## src/wdg_service_pkg.sv

```systemverilog
package wdg_service_pkg;

    // Register location and field layout of the service/disable register.
    localparam logic [6:0] SERVICE_REG_ADDR = 7'h0a;
    localparam int REG_WIDTH = 16;
    localparam int FLAG_POS = 4;
    localparam int OUTCOME_LSB = 1;
    localparam int PARITY_POS = 0;
    localparam logic [15:0] SERVICE_REG_RESET = 16'h0000;

    // Frame layout: write flag, seven address bits, sixteen data bits.
    localparam int FRAME_BITS = 24;
    localparam int HEADER_BITS = 8;

    // Key and trigger words as seen in bits 15:1 of a write.
    localparam logic [14:0] TRIGGER_FIRST = 15'h5555;
    localparam logic [14:0] TRIGGER_SECOND = 15'h2aaa;
    localparam logic [14:0] DISABLE_KEY_FIRST = 15'h2f6b;
    localparam logic [14:0] DISABLE_KEY_SECOND = 15'h1097;

    // Outcome codes reported for the most recent write.
    localparam logic [2:0] OUT_NONE = 3'h0;
    localparam logic [2:0] OUT_TRIGGER_OK = 3'h1;
    localparam logic [2:0] OUT_FAULT = 3'h2;
    localparam logic [2:0] OUT_KEY_FIRST = 3'h3;
    localparam logic [2:0] OUT_FIRST_TRIGGER = 3'h5;
    localparam logic [2:0] OUT_DISABLED = 3'h7;

    // Odd parity: bit 0 makes the count of ones in the word odd.
    localparam logic PARITY_ODD = 1'b1;

    typedef enum logic [1:0] {
        ST_TURN_ON = 2'b00,
        ST_WINDOW = 2'b01,
        ST_KEY_FIRST = 2'b10,
        ST_DISABLED = 2'b11
    } wdg_state_type;

    typedef struct packed {
        logic write;
        logic [6:0] addr;
        logic [15:0] data;
    } spi_frame_type;

    function automatic logic parity_of(input logic [14:0] bits);
        parity_of = (^bits) ^ PARITY_ODD;
    endfunction : parity_of

endpackage : wdg_service_pkg

```

## src/wdg_spi_frame.sv

```systemverilog
`timescale 1ns/1ps
`default_nettype none

module wdg_spi_frame
    import wdg_service_pkg::*;
#(
    parameter logic [6:0] MATCH_ADDR = SERVICE_REG_ADDR
)
(
    // Clock and reset.
    input wire logic i_clk,
    input wire logic i_rst_n,
    // Synchronised serial lines.
    input wire logic i_sck,
    input wire logic i_csn,
    input wire logic i_sdi,
    // Read-back word offered when the header selects this register.
    input wire logic [15:0] i_read_word,
    // Serial output.
    output logic o_sdo,
    output logic o_sdo_oe,
    // Completed frame.
    output logic o_frame_valid,
    output wdg_service_pkg::spi_frame_type o_frame
);
    import wdg_service_pkg::*;

    logic sck_d;
    logic csn_d;
    logic [4:0] bit_count;
    logic [FRAME_BITS-1:0] rx_shift;
    logic [15:0] tx_shift;
    logic selected;
    logic sck_rise;
    logic sck_fall;
    logic csn_rise;

    assign sck_rise = i_sck && !sck_d && !i_csn;
    assign sck_fall = !i_sck && sck_d && !i_csn;
    assign csn_rise = i_csn && !csn_d;

    always_ff @(posedge i_clk or negedge i_rst_n)
    begin
        if (!i_rst_n)
        begin
            sck_d <= 1'b0;
            csn_d <= 1'b1;
        end
        else
        begin
            sck_d <= i_sck;
            csn_d <= i_csn;
        end
    end

    always_ff @(posedge i_clk or negedge i_rst_n)
    begin
        if (!i_rst_n)
        begin
            bit_count <= 5'h00;
            rx_shift <= '0;
        end
        else if (i_csn)
        begin
            bit_count <= 5'h00;
        end
        else if (sck_rise)
        begin
            rx_shift <= {rx_shift[FRAME_BITS-2:0], i_sdi};
            if (bit_count != 5'h1f)
            begin
                bit_count <= bit_count + 5'h01;
            end
        end
    end

    // The data phase is driven only when the header addresses this register.
    always_ff @(posedge i_clk or negedge i_rst_n)
    begin
        if (!i_rst_n)
        begin
            selected <= 1'b0;
            tx_shift <= 16'h0000;
            o_sdo <= 1'b0;
        end
        else if (i_csn)
        begin
            selected <= 1'b0;
            o_sdo <= 1'b0;
        end
        else if (sck_rise && bit_count == 5'(HEADER_BITS - 1))
        begin
            // The last address bit arrives on this very edge, so it is taken from the pin.
            selected <= ({rx_shift[5:0], i_sdi} == MATCH_ADDR);
            tx_shift <= i_read_word;
        end
        else if (sck_fall && selected)
        begin
            o_sdo <= tx_shift[15];
            tx_shift <= {tx_shift[14:0], 1'b0};
        end
    end

    assign o_sdo_oe = selected && !i_csn;

    // Only frames of exactly twenty-four bits are handed on.
    always_ff @(posedge i_clk or negedge i_rst_n)
    begin
        if (!i_rst_n)
        begin
            o_frame_valid <= 1'b0;
            o_frame <= '0;
        end
        else
        begin
            o_frame_valid <= csn_rise && bit_count == 5'(FRAME_BITS);
            if (csn_rise)
            begin
                o_frame <= rx_shift;
            end
        end
    end

endmodule : wdg_spi_frame

`default_nettype wire

```

## src/watchdog_service_and_disable.sv

```systemverilog
`timescale 1ns/1ps
`default_nettype none

// Function
// - Upper byte always reads zero.
// - Bits 7..5 zero; status, outcome, parity below.
// - Disabled flag set on disable, cleared on enable.
// - Outcome field reflects the latest register write, except writes while disabled.
// - Second key 1097h reports outcome 111.
// - Transfer between keys aborts and raises fault.
// - First trigger 5555h starts window mode.
// - Disable needs 2F6Bh then 1097h, else fault.
module watchdog_service_and_disable
    import wdg_service_pkg::*;
(
    // Clock and reset.
    input wire logic I_CLK_SYS,
    input wire logic I_NRST,
    // Serial port pins.
    input wire logic I_SPI_SCK,
    input wire logic I_SPI_CSN,
    input wire logic I_SPI_SDI,
    output logic O_SPI_SDO,
    output logic O_SPI_SDO_OE,
    // Watchdog control and state.
    input wire logic I_WDG_ENABLE,
    output logic O_WDG_FAULT,
    output logic O_WDG_DISABLED,
    output logic O_WDG_WINDOW_MODE
);
    import wdg_service_pkg::*;

    logic [1:0] rst_sync;
    logic rst_n;
    logic [1:0] sck_sync;
    logic [1:0] csn_sync;
    logic [1:0] sdi_sync;
    logic frame_valid;
    spi_frame_type frame;
    wdg_state_type state;
    wdg_state_type next_state;
    logic [2:0] outcome;
    logic [2:0] next_outcome;
    logic next_fault;
    logic watchdog_disabled_flag;
    logic [14:0] expected_trigger;
    logic [15:0] read_word;
    logic reg_write;
    logic [14:0] watchdog_write_word;
    logic disable_done;

    always_ff @(posedge I_CLK_SYS or negedge I_NRST)
    begin
        if (!I_NRST)
        begin
            rst_sync <= 2'b00;
        end
        else
        begin
            rst_sync <= {rst_sync[0], 1'b1};
        end
    end

    assign rst_n = rst_sync[1];

    always_ff @(posedge I_CLK_SYS or negedge rst_n)
    begin
        if (!rst_n)
        begin
            sck_sync <= 2'b00;
            csn_sync <= 2'b11;
            sdi_sync <= 2'b00;
        end
        else
        begin
            sck_sync <= {sck_sync[0], I_SPI_SCK};
            csn_sync <= {csn_sync[0], I_SPI_CSN};
            sdi_sync <= {sdi_sync[0], I_SPI_SDI};
        end
    end

    wdg_spi_frame #(
        .MATCH_ADDR(SERVICE_REG_ADDR)
    ) u_frame (
        .i_clk(I_CLK_SYS),
        .i_rst_n(rst_n),
        .i_sck(sck_sync[1]),
        .i_csn(csn_sync[1]),
        .i_sdi(sdi_sync[1]),
        .i_read_word(read_word),
        .o_sdo(O_SPI_SDO),
        .o_sdo_oe(O_SPI_SDO_OE),
        .o_frame_valid(frame_valid),
        .o_frame(frame)
    );

    assign reg_write = frame_valid && frame.write && frame.addr == SERVICE_REG_ADDR;
    assign watchdog_write_word = frame.data[15:1];

    // Read-back word with reserved bits forced to zero.
    always_comb
    begin
        read_word = SERVICE_REG_RESET;
        read_word[FLAG_POS] = watchdog_disabled_flag;
        read_word[OUTCOME_LSB +: 3] = outcome;
        read_word[PARITY_POS] = parity_of(read_word[15:1]);
    end

    always_comb
    begin
        next_state = state;
        next_outcome = outcome;
        next_fault = 1'b0;
        if (frame_valid && state == ST_KEY_FIRST)
        begin
            if (reg_write && watchdog_write_word == DISABLE_KEY_SECOND)
            begin
                next_state = ST_DISABLED;
                next_outcome = OUT_DISABLED;
            end
            else
            begin
                // Any other transfer between the keys aborts.
                next_state = ST_WINDOW;
                next_fault = 1'b1;
                if (reg_write)
                begin
                    next_outcome = OUT_FAULT;
                end
            end
        end
        else if (reg_write)
        begin
            case (state)
                ST_TURN_ON:
                begin
                    if (watchdog_write_word == TRIGGER_FIRST)
                    begin
                        next_state = ST_WINDOW;
                        next_outcome = OUT_FIRST_TRIGGER;
                    end
                    else
                    begin
                        next_fault = 1'b1;
                        next_outcome = OUT_FAULT;
                    end
                end
                ST_WINDOW:
                begin
                    if (watchdog_write_word == expected_trigger)
                    begin
                        next_outcome = OUT_TRIGGER_OK;
                    end
                    else if (watchdog_write_word == DISABLE_KEY_FIRST)
                    begin
                        next_state = ST_KEY_FIRST;
                        next_outcome = OUT_KEY_FIRST;
                    end
                    else
                    begin
                        next_fault = 1'b1;
                        next_outcome = OUT_FAULT;
                    end
                end
                default:
                begin
                    next_state = state;
                end
            endcase
        end
        if (I_WDG_ENABLE && next_state == ST_DISABLED && state == ST_DISABLED)
        begin
            next_state = ST_TURN_ON;
        end
    end

    assign disable_done = next_state == ST_DISABLED && state == ST_KEY_FIRST;

    always_ff @(posedge I_CLK_SYS or negedge rst_n)
    begin
        if (!rst_n)
        begin
            state <= ST_TURN_ON;
            outcome <= OUT_NONE;
            O_WDG_FAULT <= 1'b0;
        end
        else
        begin
            state <= next_state;
            outcome <= next_outcome;
            O_WDG_FAULT <= next_fault;
        end
    end

    // Completion of the disable sequence wins over a simultaneous enable.
    always_ff @(posedge I_CLK_SYS or negedge rst_n)
    begin
        if (!rst_n)
        begin
            watchdog_disabled_flag <= 1'b0;
        end
        else if (disable_done)
        begin
            watchdog_disabled_flag <= 1'b1;
        end
        else if (I_WDG_ENABLE)
        begin
            watchdog_disabled_flag <= 1'b0;
        end
    end

    // Each accepted trigger must toggle every bit of the previous one.
    always_ff @(posedge I_CLK_SYS or negedge rst_n)
    begin
        if (!rst_n)
        begin
            expected_trigger <= TRIGGER_SECOND;
        end
        else if (reg_write && state == ST_TURN_ON && watchdog_write_word == TRIGGER_FIRST)
        begin
            expected_trigger <= TRIGGER_SECOND;
        end
        else if (reg_write && state == ST_WINDOW && watchdog_write_word == expected_trigger)
        begin
            expected_trigger <= ~expected_trigger;
        end
    end

    assign O_WDG_DISABLED = watchdog_disabled_flag;
    assign O_WDG_WINDOW_MODE = state == ST_WINDOW || state == ST_KEY_FIRST;
endmodule : watchdog_service_and_disable

`default_nettype wire

```

## config.mk

```make
export PLATFORM = sky130hd
export DESIGN_NAME = watchdog_service_and_disable
export DESIGN_NICKNAME = d
export VERILOG_FILES = /design/src/wdg_service_pkg.sv /design/src/wdg_spi_frame.sv /design/src/watchdog_service_and_disable.sv
export SDC_FILE = /design/constraint.sdc
export NUM_CORES = 1
export LEC_CHECK = 0
export BUFFER_PORTS_ARGS = -buffer_cell sky130_fd_sc_hd__buf_4
export CAP_MARGIN = 20
export CORE_MARGIN = 3
export CORE_UTILIZATION = 50
export DETAILED_ROUTE_END_ITERATION = 8
export PLACE_DENSITY = 0.72
export RECOVER_POWER = 25
export SLEW_MARGIN = 5
export SYNTH_ARGS = -nofsm -noshare
export SYNTH_HDL_FRONTEND = slang
export SYNTH_HIERARCHICAL = 1
export SYNTH_SLANG_ARGS = --single-unit
```

## constraint.sdc

```tcl
create_clock -name I_CLK_SYS -period 6.45 [get_ports I_CLK_SYS]
set_input_delay 1.29 -clock I_CLK_SYS [delete_from_list [all_inputs] [get_ports I_CLK_SYS]]
set_output_delay 1.29 -clock I_CLK_SYS [all_outputs]
set_load 0.01 [all_outputs]
```

==> metrics.yaml, run 1 <==
status:
  status: "finished, violations left"
  violations: "capacitance limit, slew limit"
logic_synthesis:
  syn_area_um2: 4710
  yosysWarnings: 6
  postSynthAreaPerCell_um2: 13.0
  synth_cells: 363
worst_setup_path:
  slowest_stage: "dfstp_1"
  cp_data_arrival_time_ns: 1.41
  path_max_fanout: 14
  max_stage_delay_ns: 0.79
  r2r-start: "rst_sync[1]$_DFF_PN0_"
  critPathLaunchType: "register"
  critPathRequiredTime_ns: 5.16
  setup.worst_path.end_class: "output port"
  worst_r2r_path_depth: 1
  worstPathCellList: "nor2b_1 -> buf_4"
  crit_buf_inv: 1
  r2r_end: "u_frame/rx_shift[7]$_DFFE_PN0P_"
  critical_path_class: "register to output port"
  path_delay_family: "flip-flops"
  r2r_slack_ns: 4.12
sta:
  fin_crit_sh_pct: 41.9
  tightest_slew_ns: 1.92
  rsz0062_at_grt: "no"
  slew_violations: 51
  clock.fmax_ghz: 0.370
  fin_crit_ns: 2.70
  slew_headroom_pct: -28.2
  fin_tns_setup_ns: 0
  hold_violations: 0
  clock_skew_ns: 0.0133
  hold_ws_ns: 0.356
  finalSetupViolCount: 0
route:
  antenna_left: 0
  vias: 2834
  wl_per_cell_um: 16.6
  wl_met3_um: 366
  drc: 0
  met2_wirelength_um: 3900
  postRouteWirelength_um: 8280
  drt_iter0_markers: 135
  dr.pass1.iters: 4
  top_layer: "met4"
  met1_length_um: 3870
  vias_per_cell: 5.68
clock_tree:
  cts_setup_buffers: 0
  clk_pin_slew_ns: 0.09
  cts_tree: "done"
  insertion_delay_ns: 0.36
  htree_num_levels: 3
  hold_buffers: 0
  cts_made_buffers: 9
  cts-root-buf: "clkbuf_8"
  clockBufferDepth: 2
  cts_resized: 0
  cts.sinks: 103
cells_and_area:
  diodes: 0
  syn_to_final_growth_pct: 7.86
  final_layout_size_suffix_gt1_share_pct: 16.9
  final_cells: 499
  nNetsFinal: 399
  final_common_cell: "dfrtp_1"
  final_cell_mix: "dfrtp_1, mux2_1, nand2_1"
  num-fill-cells: 711
floorplanning:
  io_pins: 11
  core_region_area_um2: 8930
  floorplan.die_area_um2: 10600
  die_h_um: 103
  die-width_um: 103
  initial_core_util_pct: 52.8
  rows: 34
global_routing:
  first_global_vias: 2928
  track_usage_pct: 17.2
  grt_overflow: 0
  grt_max_degree: 53
  grt_pass1_wl_um: 14100
  antenna_found_initial: 0
placed_design:
  dp_hpwl_um: 5590
  port_buffers: 10
  gp_congestion: 0.834
  place_inst: 483
worst_hold_path:
  min_path_cells: 0
  worstHoldStart: "sck_sync[0]$_DFF_PN0_"
  hp-class: "register to register"
  hold_path_end: "sck_sync[1]$_DFF_PN0_"
pwr:
  p_leak_nw: 2.44
  ir_worst_vdd_v: 0.000153
  p_per_area_nw_per_um2: 261
run:
  max_cap_viol_count: 1
[state kept, by name, indices dropped and copies added, names as in the netlist]
| register | count |
|---|---|
| u_frame/selected | 1 |
| sdi_sync | 2 |
| sck_sync | 2 |
| expected_trigger | 15 |
| u_frame/o_frame | 23 |
| O_WDG_FAULT | 1 |
| u_frame/csn_d | 1 |
| O_WDG_DISABLED | 1 |
| u_frame/sck_d | 1 |
| u_frame/tx_shift | 16 |
| u_frame/rx_shift | 24 |
| state | 2 |
| u_frame/o_frame_valid | 1 |
| u_frame/o_sdo | 1 |
| rst_sync | 2 |
| outcome | 3 |
| u_frame/bit_count | 5 |
| csn_sync | 2 |
[power breakdown]
| group | switching (mW) | internal, mW | total [mW] |
|---|---|---|---|
| clock | 0.214 | 0.220 | 0.433 |
| sequential | 0.0605 | 0.696 | 0.757 |
| combinational | 0.0602 | 0.0773 | 0.137 |
| total | 0.334 | 0.993 | 1.33 |
[final cells by class]
type / count / area, um2 / area share [%]
inverter: 8 / 30.0 / 0.591
clock inverter: 5 / 83.8 / 1.65
clock buffer: 11 / 131 / 2.58
tap: 108 / 135 / 2.66
multi-input combinational: 251 / 2020 / 39.7
timing repair buffer: 13 / 93.8 / 1.85
sequential: 103 / 2590 / 50.9
[per-stage QoR]
stage | util (%) | cell area (um2) | setup WS [ns] | total power [mW]
after CTS | 57.0 | 5090 | 3.81 | 1.34
after floorplan | - | 4750 | 3.39 | 0.868
after detailed placement | 54.6 | 4880 | 4.23 | 0.908
final | 56.9 | 5080 | 3.75 | 1.33
after global routing | 56.9 | 5080 | 3.64 | 1.39
after global placement | 54.6 | 4880 | 4.25 | 0.900
[worst max-delay path by stage]
stage | startpoint | cells after the start | end
2_1_floorplan | rst_sync[1]$_DFF_PN0_ | 0 | O_WDG_DISABLED$_DFFE_PN0P_
3_3_place_gp | state[0]$_DFF_PN0_ | 3 | O_WDG_WINDOW_MODE
3_5_place_dp | state[0]$_DFF_PN0_ | 3 | O_WDG_WINDOW_MODE
4_1_cts | state[0]$_DFF_PN0_ | 3 | O_WDG_WINDOW_MODE
5_1_grt | csn_sync[1]$_DFF_PN1_ | 2 | O_SPI_SDO_OE
6_report | csn_sync[1]$_DFF_PN1_ | 2 | O_SPI_SDO_OE
[per-layer routing]
metal  track usage [%]  vias up
met4              6.97        0
met2              26.1       60
met5                 0        -
met1              23.4     1427
met3              4.60       12
li1                  -     1335
(Power assumes the default switching activity.)
==> inputs of run 2 (changes only) <==
==> constraint.sdc (replaced) <==
create_clock -name I_CLK_SYS -period 2.74 [get_ports I_CLK_SYS]
set_input_delay 0.548 -clock I_CLK_SYS [delete_from_list [all_inputs] [get_ports I_CLK_SYS]]
set_output_delay 0.548 -clock I_CLK_SYS [all_outputs]
set_load 0.01 [all_outputs]
==> run 2 against run 1 <==
Sequential cell count stayed put. Via count fell by 0.25%. The flow still finishes with violations (capacitance limit, slew limit). Total power is 130% higher. Largest cell class unchanged. Critical path type is now register to register. First-iteration DRC count shrank 24%.
==> metrics.yaml, run 2 (synthesis results as in run 1) <==
route:
  drc: 0  # unchanged
  postRouteWirelength_um: 7980  # -3.7%
  wl_per_cell_um: 16.0  # -3.9%
  vias: 2827  # -0.25%
  antenna_left: 0  # unchanged
  vias_per_cell: 5.65  # -0.45%
  drt_iter0_markers: 102  # -24%
  dr.pass1.iters: 4  # unchanged
cells_and_area:
  reg_top3: "u_frame/rx_shift (24), u_frame/o_frame (23), u_frame/tx_shift (16)"
  syn_to_final_growth_pct: 8.12
  max_flop_register: "u_frame/rx_shift"
  final_cell_mix: "dfrtp_1, mux2_1, nand2_1"
  largest_register_ffs: 24  # unchanged
  nNetsFinal: 400  # +0.25%
  final_cells: 500  # +0.20%
  stdcell_area_um2: 5100  # +0.25%
  final_layout_size_suffix_gt1_share_pct: 17.1  # +0.21 points
  num-fill-cells: 750  # +5.5%
  diodes: 0  # unchanged
  final_common_cell: "dfrtp_1"
clock_tree:
  cts_resized: 0  # unchanged
  cts-root-buf: "clkbuf_8"
  htree_num_levels: 3  # unchanged
  cts_made_buffers: 9  # unchanged
  cts.sinks: 103  # unchanged
  insertion_delay_ns: 0.36  # about the same
  clk_pin_slew_ns: 0.10  # about the same
  cts_tree: "done"
  clockBufferDepth: 2  # unchanged
worst_setup_path:
  worstPathCellList: "nor4b_4 -> and4_1 -> a21oi_1 -> o31a_1 -> a21boi_1 -> a2111o_1 -> o21ai_2"
  path_delay_family: "compound AO/OA/AOI/OAI gates"
  path_max_fanout: 4  # -10
  critPathRequiredTime_ns: 3.03  # -2.13 ns
  max_stage_delay_ns: 0.46  # -0.33 ns
  cp_data_arrival_time_ns: 2.44  # +1.03 ns
  slowest_stage: "dfrtp_1"
  critical_path_class: "register to register"
  setup.worst_path.end_class: "register"
  critPathLaunchType: "register"
  crit_buf_inv: 0  # -1
placed_design:
  place_area_um2: 4890  # +0.26%
  gp_congestion: 0.885  # +6.0%
  place_inst: 483  # unchanged
  port_buffers: 10  # unchanged
  dp_hpwl_um: 5450  # -2.5%
global_routing:
  first_global_vias: 2789  # -4.7%
  track_usage_pct: 16.9  # -0.30 points
  antenna_found_initial: 0  # unchanged
  grt_pass1_wl_um: 13900  # -1.4%
  grt_overflow: 0  # unchanged
  grt_max_degree: 66  # +25%
floorplanning:
  floorplan.die_area_um2: 10600  # unchanged
  initial_core_util_pct: 52.8  # unchanged
  rows: 34  # unchanged
  die-width_um: 103  # unchanged
  io_pins: 11  # unchanged
  die_h_um: 103  # unchanged
  core_region_area_um2: 8930  # unchanged
status:
  violations: "capacitance limit, slew limit"
  status: "finished, violations left"
sta:
  tightest_slew_ns: 1.51  # -0.411 ns
  clock.fmax_ghz: 0.464
  hold_violations: 0  # unchanged
  fin_crit_sh_pct: 78.7
  clock_skew_ns: 0.00880  # -0.00449 ns
  slew_headroom_pct: -0.782  # +27 points
  fin_crit_ns: 2.16
  rsz0062_at_grt: "no"
  finalSetupViolCount: 0  # unchanged
  slew_violations: 37  # -27%
  fin_tns_setup_ns: 0  # unchanged
pwr:
  p_leak_nw: 2.46  # +0.60%
  p_per_area_nw_per_um2: 605  # +130%
  ir_worst_vdd_v: 0.000356  # +130%
run:
  max_cap_viol_count: 1  # unchanged
worst_hold_path:
  hp-class: "input port to register"
==> run 2: changes by cell type in the layout (fill, tap and decap cells not counted), sizes merged <==
cell	change
clkinvlp	-2
clkbuf	+3
buf	-3
bufinv	-1
dlygate4sd3	+1
inv	+3
==> run 2: repair_timing <==
action / 4_1_cts / 5_1_grt
setup buffers: 0 / 0
endpoints found under the hold margin: 2 / 0
hold buffers: 1 / 0
==> run 2: power by group <==
part           switching [mW]  internal (mW)
clock                   0.517          0.460
sequential              0.140           1.64
combinational           0.141          0.185
==> run 2: per-stage QoR <==
stage,utilization (%),hold slack [ns],power [mW],setup slack (ns)
final,57.0,0.290,3.08,0.584
after global routing,57.0,0.262,3.24,0.400
after CTS,57.1,0.264,3.13,0.607
after detailed placement,54.7,0.319,2.14,0.661
after global placement,54.7,0.312,2.13,0.681
after floorplan,-,0.252,2.04,0.845
==> run 2: cell type report <==
type | instances | area [um2] | share of cell area [%]
repair buffers | 14 | 116 | 2.28
flip-flops and latches | 103 | 2590 | 50.8
clock inverters | 5 | 63.8 | 1.25
well taps | 108 | 135 | 2.65
clock buffers | 11 | 141 | 2.77
multi-input cells | 251 | 2020 | 39.6
inverters | 8 | 30.0 | 0.589
==> run 2: metal layers <==
layer  wire [um]  GRT usage (%)  vias up
met5           0              0        -
met4         160           5.98        0
met3         230           3.72       17
met2        3640           24.4       44
met1        3940           25.0     1427
li1            -              -     1339
==> run 2: worst paths after layout <==
| path | slack, ns | end | from | cells after the start |
|---|---|---|---|---|
| worst max-delay path | 0.58 | O_WDG_DISABLED$_DFFE_PN0P_ | u_frame/o_frame[6]$_DFFE_PN0P_ | 7 |
| worst min-delay path | 0.29 | csn_sync[0]$_DFF_PN1_ | I_SPI_CSN | 1 |
| max in group asynchronous | 1.06 | u_frame/csn_d$_DFF_PN1_ | rst_sync[1]$_DFF_PN0_ | 1 |
| min in group asynchronous | 0.49 | rst_sync[0]$_DFF_PN0_ | I_NRST | 2 |
| worst min register to register | 0.36 | sck_sync[1]$_DFF_PN0_ | sck_sync[0]$_DFF_PN0_ | 0 |
| worst max register to register | 0.58 | O_WDG_DISABLED$_DFFE_PN0P_ | u_frame/o_frame[6]$_DFFE_PN0P_ | 7 |
